### src/pie_regs.svh
`ifndef PIE_REGS_SVH
`define PIE_REGS_SVH

// Register byte offsets on the plain register port.
`define PIE_OFS_ENABLE 8'h00
`define PIE_OFS_PENDING 8'h04
`define PIE_OFS_STATUS 8'h08
`define PIE_OFS_MASK 8'h0C

// Bit positions inside the enable register and its companions.
`define PIE_BIT_OSC_FAIL 7
`define PIE_BIT_COMPARATOR 6
`define PIE_BIT_BUS_COLLISION 3
`define PIE_BIT_VOLTAGE_DETECT 2
`define PIE_BIT_TIMER_THREE 1
`define PIE_BIT_CAPCOMP_TWO 0

// Positions that exist in hardware; bits 5 and 4 are not implemented.
`define PIE_IMPL_MASK 8'hCF

// Reset values.
`define PIE_RST_ENABLE 8'h00
`define PIE_RST_STATUS 8'h00
`define PIE_RST_MASK 8'h00
`define PIE_RST_RDATA 8'h00

`endif

### src/pie_pkg.sv
package pie_pkg;

    // Width of every register and of the source vector.
    localparam int unsigned DATA_W = 8;

    // One access from the register master, carried as a single bundle.
    typedef struct packed {
        logic [7:0] addr;
        logic [7:0] wdata;
        logic wr;
        logic rd;
    } pie_bus_req_t;

    // Names of the register slots, for readability of the decode.
    typedef enum logic [1:0] {
        PIE_SEL_ENABLE = 2'h0,
        PIE_SEL_PENDING = 2'h1,
        PIE_SEL_STATUS = 2'h2,
        PIE_SEL_MASK = 2'h3
    } pie_sel_t;

endpackage : pie_pkg

### src/pie_src_cell.sv
// One interrupt source: gates its flag by its enable bit and keeps a
// sticky event bit that records each new forwarded request.
module pie_src_cell (
    input wire logic ref_clk,
    input wire logic rstn,
    input wire logic flag,
    input wire logic enable,
    input wire logic clearStatus,
    output logic reqOut,
    output logic statusOut
);

    // Forward only while the flag and the enable are both high.
    logic req_next;
    // A new request appears when the gated level goes from low to high.
    logic rise;
    // Sticky event bit; a set in the clearing cycle wins over the clear.
    logic status_next;

    assign req_next = flag & enable;
    assign rise = req_next & ~reqOut;
    assign status_next = rise | (statusOut & ~clearStatus);

    // Both outputs are flops so the top drives its pins from registers.
    always_ff @(posedge ref_clk or negedge rstn) begin
        if (!rstn) begin
            reqOut <= 1'b0;
            statusOut <= 1'b0;
        end else begin
            reqOut <= req_next;
            statusOut <= status_next;
        end
    end

endmodule : pie_src_cell

### src/pie_irq_enable.sv
// Contract
// - Oscillator fail enable: 1 passes, 0 blocks.
// - Comparator enable: 1 permits, 0 suppresses.
// - Unimplemented bits read zero, ignore writes.
// - Bus collision enable: 1 passes, 0 masks.
// - Voltage detect enable: 1 enables, 0 disables.
// - Timer three overflow enable gates rollover.
// - Capture/compare two enable gates its interrupt.
//
// Added by the designer: the strobed register port and the register offsets.
`include "pie_regs.svh"

module pie_irq_enable #(
    parameter int unsigned WIDTH = 8
) (
    input wire logic ref_clk,
    input wire logic rstn,
    input wire pie_pkg::pie_bus_req_t busReq,
    input wire logic [WIDTH-1:0] srcFlag,
    output logic [WIDTH-1:0] rdData,
    output logic [WIDTH-1:0] irqReq,
    output logic irq
);

    // Which register the current access addresses.
    logic hitEnable;
    logic hitPending;
    logic hitStatus;
    logic hitMask;
    // Any address outside the four slots.
    logic hitNone;

    // Software-owned enable and mask registers.
    logic [WIDTH-1:0] enable_reg;
    logic [WIDTH-1:0] enable_next;
    logic [WIDTH-1:0] mask_reg;
    logic [WIDTH-1:0] mask_next;

    // Named views of the enable fields. The enable_reg flops hold the
    // peripheral_irq_enable_two register; each field gates one source.
    logic osc_fail_irq_en;
    logic comparator_irq_en;
    logic bus_collision_irq_en;
    logic voltage_detect_irq_en;
    logic timer_three_overflow_irq_en;
    logic capcomp_two_irq_en;

    // Sticky event bits out of the per-source cells.
    logic [WIDTH-1:0] statusBits;
    // Write-one-to-clear vector for the event bits.
    logic [WIDTH-1:0] statusClear;

    // Read data path and the interrupt level.
    logic [WIDTH-1:0] rdData_next;
    logic irq_next;

    // Address decode is purely combinational on the access bundle.
    assign hitEnable = busReq.addr == `PIE_OFS_ENABLE;
    assign hitPending = busReq.addr == `PIE_OFS_PENDING;
    assign hitStatus = busReq.addr == `PIE_OFS_STATUS;
    assign hitMask = busReq.addr == `PIE_OFS_MASK;
    assign hitNone = !(hitEnable || hitPending || hitStatus || hitMask);

    // Writes to the enable register drop the unimplemented positions, so
    // those bits stay zero whatever software writes.
    assign enable_next = (busReq.wr && hitEnable)
        ? (busReq.wdata & `PIE_IMPL_MASK) : enable_reg;

    // Field views of the enable register, one per gated source.
    assign osc_fail_irq_en = enable_reg[`PIE_BIT_OSC_FAIL];
    assign comparator_irq_en = enable_reg[`PIE_BIT_COMPARATOR];
    assign bus_collision_irq_en = enable_reg[`PIE_BIT_BUS_COLLISION];
    assign voltage_detect_irq_en = enable_reg[`PIE_BIT_VOLTAGE_DETECT];
    assign timer_three_overflow_irq_en =
        enable_reg[`PIE_BIT_TIMER_THREE];
    assign capcomp_two_irq_en = enable_reg[`PIE_BIT_CAPCOMP_TWO];

    // The mask follows the same layout and the same trimming.
    assign mask_next = (busReq.wr && hitMask)
        ? (busReq.wdata & `PIE_IMPL_MASK) : mask_reg;

    // Writing a one clears an event bit; other writes leave it alone.
    assign statusClear = (busReq.wr && hitStatus) ? busReq.wdata : 8'h00;

    // Read mux. Unmapped addresses answer zero rather than stale data.
    assign rdData_next = !busReq.rd ? `PIE_RST_RDATA
        : hitEnable ? enable_reg
        : hitPending ? (srcFlag & `PIE_IMPL_MASK)
        : hitStatus ? statusBits
        : hitMask ? mask_reg
        : `PIE_RST_RDATA;

    // The level interrupt follows any event bit that the mask lets by.
    assign irq_next = |(statusBits & mask_reg);

    // Software registers and the registered read answer.
    always_ff @(posedge ref_clk or negedge rstn) begin
        if (!rstn) begin
            enable_reg <= `PIE_RST_ENABLE;
            mask_reg <= `PIE_RST_MASK;
            rdData <= `PIE_RST_RDATA;
        end else begin
            enable_reg <= enable_next;
            mask_reg <= mask_next;
            rdData <= rdData_next;
        end
    end

    // Interrupt output flop; one cycle behind the event bits, which keeps
    // the pin glitch free at the cost of a cycle of latency.
    always_ff @(posedge ref_clk or negedge rstn) begin
        if (!rstn) begin
            irq <= 1'b0;
        end else begin
            irq <= irq_next;
        end
    end

    // One gating cell per position. Unimplemented positions get a cell
    // too, but their enable is held at zero, so they never forward.
    genvar gi;
    generate
        for (gi = 0; gi < WIDTH; gi++) begin : g_src
            pie_src_cell u_cell (
                .ref_clk(ref_clk),
                .rstn(rstn),
                .flag(srcFlag[gi]),
                .enable(enable_reg[gi]),
                .clearStatus(statusClear[gi]),
                .reqOut(irqReq[gi]),
                .statusOut(statusBits[gi])
            );
        end
    endgenerate
endmodule : pie_irq_enable

### config.mk
export PLATFORM = sky130hd
export DESIGN_NAME = pie_irq_enable
export DESIGN_NICKNAME = d
export VERILOG_FILES = /design/src/pie_pkg.sv /design/src/pie_src_cell.sv /design/src/pie_irq_enable.sv
export VERILOG_INCLUDE_DIRS = /design/src
export SDC_FILE = /design/constraint.sdc
export NUM_CORES = 1
export LEC_CHECK = 0
export ABC_AREA = 1
export CORE_ASPECT_RATIO = 0.6
export CORE_MARGIN = 2
export CORE_UTILIZATION = 56
export DETAILED_ROUTE_END_ITERATION = 16
export DONT_BUFFER_PORTS = 1
export PLACE_DENSITY = 0.74
export SYNTH_ARGS = -nofsm -noshare
export SYNTH_HDL_FRONTEND = slang
export SYNTH_SLANG_ARGS = --single-unit
export TNS_END_PERCENT = 50
### constraint.sdc
create_clock -name ref_clk -period 0.9 [get_ports ref_clk]
set_input_delay 0.18 -clock ref_clk [delete_from_list [all_inputs] [get_ports ref_clk]]
set_output_delay 0.18 -clock ref_clk [all_outputs]
set_load 0.03 [all_outputs]
==> results.md <==
- Status: finished, violations left
- Failing checks: negative hold slack, negative setup slack
- H-Tree Depth: 2
- Reg clk slew, reported paths: 0.07 ns
- Layout area overhead: 17.2%
- # rows: 15
- Syn Inst Count: around 210
- Count of different cell masters after synthesis: 19
- DRT antenna net count: 0
- Most common cell after layout, fill and taps aside: nand2_1
- Most frequent cells in the layout: nand2_1, inv_1, dfrtp_1
- Post-synthesis compound-gate area fraction: 11.0%
- Finish-stage setup viols: 18
- DRC: 0
- Pre-CTS setup slack: -0.308 ns
- DIE AREA: 3650 um2
- Cell Area, Synth: about 1800 um2
- DRT iter0 DRCs: 92
- Power Density: about 1600 nW/um2
- Area of the core: about 3000 um2
- Starting Density: 60.3%
- Die extent in x: 76.7 um
- Period utilization: 111%
- Placed wire-length estimate: ~2800 um
- Chip height: 47.6 um
- Most used routing layer: met2
- TritonRoute pass-1 iters: 4
- Post-Synth Adder-Cell Area: 0%
- Final instance area: 2080 um2
- Post-Synth XOR/XNOR Area: 0%
- Boundary pin count: 45
- P_leak: 1.10 nW
- Vias in the first global route: 1233
- Post-synthesis mux area share: 0%
- WL/cell: 13.9 um
- Largest net degree at the start of global routing: 36
- Crit Path Max Fanout: 2
- Nets: 259
- Via count: 1370
- Critical path's top delay family: flip-flops
- Mean Syn Cell Area: 8.41 um2
- Met3 usage: 6.42%
- WP data arrival: between 0.8 and 0.9 ns
- CP Buf/Inv Count: 1
- Max VDD drop: roughly 0.8 mV
- Crit-path max cell delay: between 0.3 and 0.4 ns
- Hold_ws: -0.416 ns
- Synthesis-stage register bit count: 35
- Port bufs: 0
- CTS tree: built
- Worst-Skew Late Latency: 0.28 ns
- RSZ-0062 raised after global routing: yes
- CP Class: flip-flop to primary output
- Top flop regs: g_src.u_cell.statusOut x8, rdData x8
- Met2 Usage GRT: 34.7%
- First-pass GRT wire length: 5940 um
- Highest Clock Rate: 1.00 GHz
- Post-DR vias/cell: roughly 5.0
- CTS Root Cell: clkbuf_8
- Clock sink total: 35
- Critical-path top delay cell: dfrtp_1
- Final setup margin: -0.0986 ns
- Gp weighted congestion: a little over 0.8
- Global-route track usage on met1: 30.4%
- Worst endpoint required time: 0.72 ns
- Largest family of logic cells by synthesized area: simple AND/OR/NAND/NOR gates
- Max-cap violation count: 0
- Layout cells sized above 1: 34.1%
- Final wirelength: 3800 um
- Clock Tree Buf Depth: 2
- Worst clock skew: about 0.0037 ns
- R2R cell count: 3
- Final min period: approximately 1 ns
- Area after DPL: 1930 um2
- Sequential share of the synthesized area: 49.3%
- Inserted Diodes: 0
- CTS Buf Count: 5
- Gr usage total: 22.3%
- Worst Hold Class: primary input to asynchronous set/reset pin
- Worst path cell trace: buf_6
- Ys Warns: 0
- Final number of hold-violating endpoints: 35
- Initial antenna violation count: 0
- Gr ovfl total: 0
- Slew Viols, Final: 0
- Setup crit end kind: primary output
- Levels on crit path: 1
- Worst Setup Start Kind: flip-flop
- Simple-gate share of the synthesized area: 28.5%
## kinds of logic after synthesis
| kind of cell | Yosys count |
|---|---|
| other | 1 |
| and+or+nand+nor | 107 |
| AOI/OAI and AO/OA | 28 |
| buffers and inverters | 40 |
| DFF | 35 |
## area by class of cell
| cell class | count | area (um2) |
|---|---|---|
| tap | 42 | 52.6 |
| timing repair buffer | 22 | 208 |
| inverter | 30 | 113 |
| clock buffer | 7 | 76.3 |
| multi-input combinational | 137 | 739 |
| clock inverter | 1 | 5.00 |
| sequential | 35 | 887 |
| fill | 257 | 866 |
## power breakdown
part	leakage (nW)	total, mW	internal, mW	switching (mW)
clock	0.0422	1.07	0.543	0.532
combinational	0.595	0.438	0.219	0.219
sequential	0.459	1.85	1.72	0.133
total	1.10	3.37	2.48	0.884
## worst reg2reg max path, stage by stage, from the launching register on
cell,delay [ns]
dfrtp_1,0.39
buf_4,0.13
or2_2,0.28
nand2_1,0.06
## routing by layer
| layer | up-vias | share of wire (%) |
|---|---|---|
| li1 | 675 | - |
| met1 | 628 | 47 |
| met2 | 58 | 44 |
| met3 | 9 | 7.2 |
| met4 | 0 | 1.8 |
| met5 | - | 0 |
## final timing paths
path / from / to / slack, ns
min in group ref_clk: srcFlag[7] / g_src[7].u_cell.reqOut / 0.01
hold reg to reg: g_src[4].u_cell.statusOut / g_src[4].u_cell.statusOut / 0.48
setup reg to reg: g_src[1].u_cell.reqOut / g_src[1].u_cell.statusOut / -0.02
hold / removal: rstn / enable_reg[3] / -0.42
max in group asynchronous: rstn / rdData[0] / 1.22
setup / recovery: g_src[1].u_cell.reqOut / irqReq[1] / -0.1
## what timing repair did
item / in CTS / in global routing
buffers inserted: 0 / 1
endpoints found under the setup margin: 17 / 26
endpoints found under the hold margin: 35 / 35
resized for setup: 16 / 7
pin swaps: 1 / 5
## Yosys cell counts
library cell  instances  area [um2]
clkinv_1              2        7.51
inv_1                26        97.6
o21ai_2              12         105
a21boi_0              1        7.51
nand3_1               8        40.0
a22o_1                2        17.5
or2_2                 6        37.5
nor2_8                1        20.0
nand2_2               7        43.8
buf_4                 8        60.1
dfrtp_1              35         876
inv_2                 2        7.51
nand2_1              57         214
o21ai_1               7        35.0
buf_6                 2        22.5
conb_1                1        3.75
nor2_4                6        67.6
nor2_1               22        82.6
a21oi_1               6        30.0
## through the flow
stage          TNS, ns  util [%]  std cells  power (mW)  hold WS, ns
5_1_grt          -1.36      70.6        274        3.52       -0.429
4_1_cts         -0.958      69.6        273        3.37       -0.422
6_report        -0.902      70.6        274        3.37       -0.416
2_1_floorplan    -3.38         -        212        2.11       -0.116
3_3_place_gp     -5.01      65.5        265        2.27       -0.115
3_5_place_dp     -5.86      65.5        265        2.29       -0.115
Power figures use the tool's default switching activity.
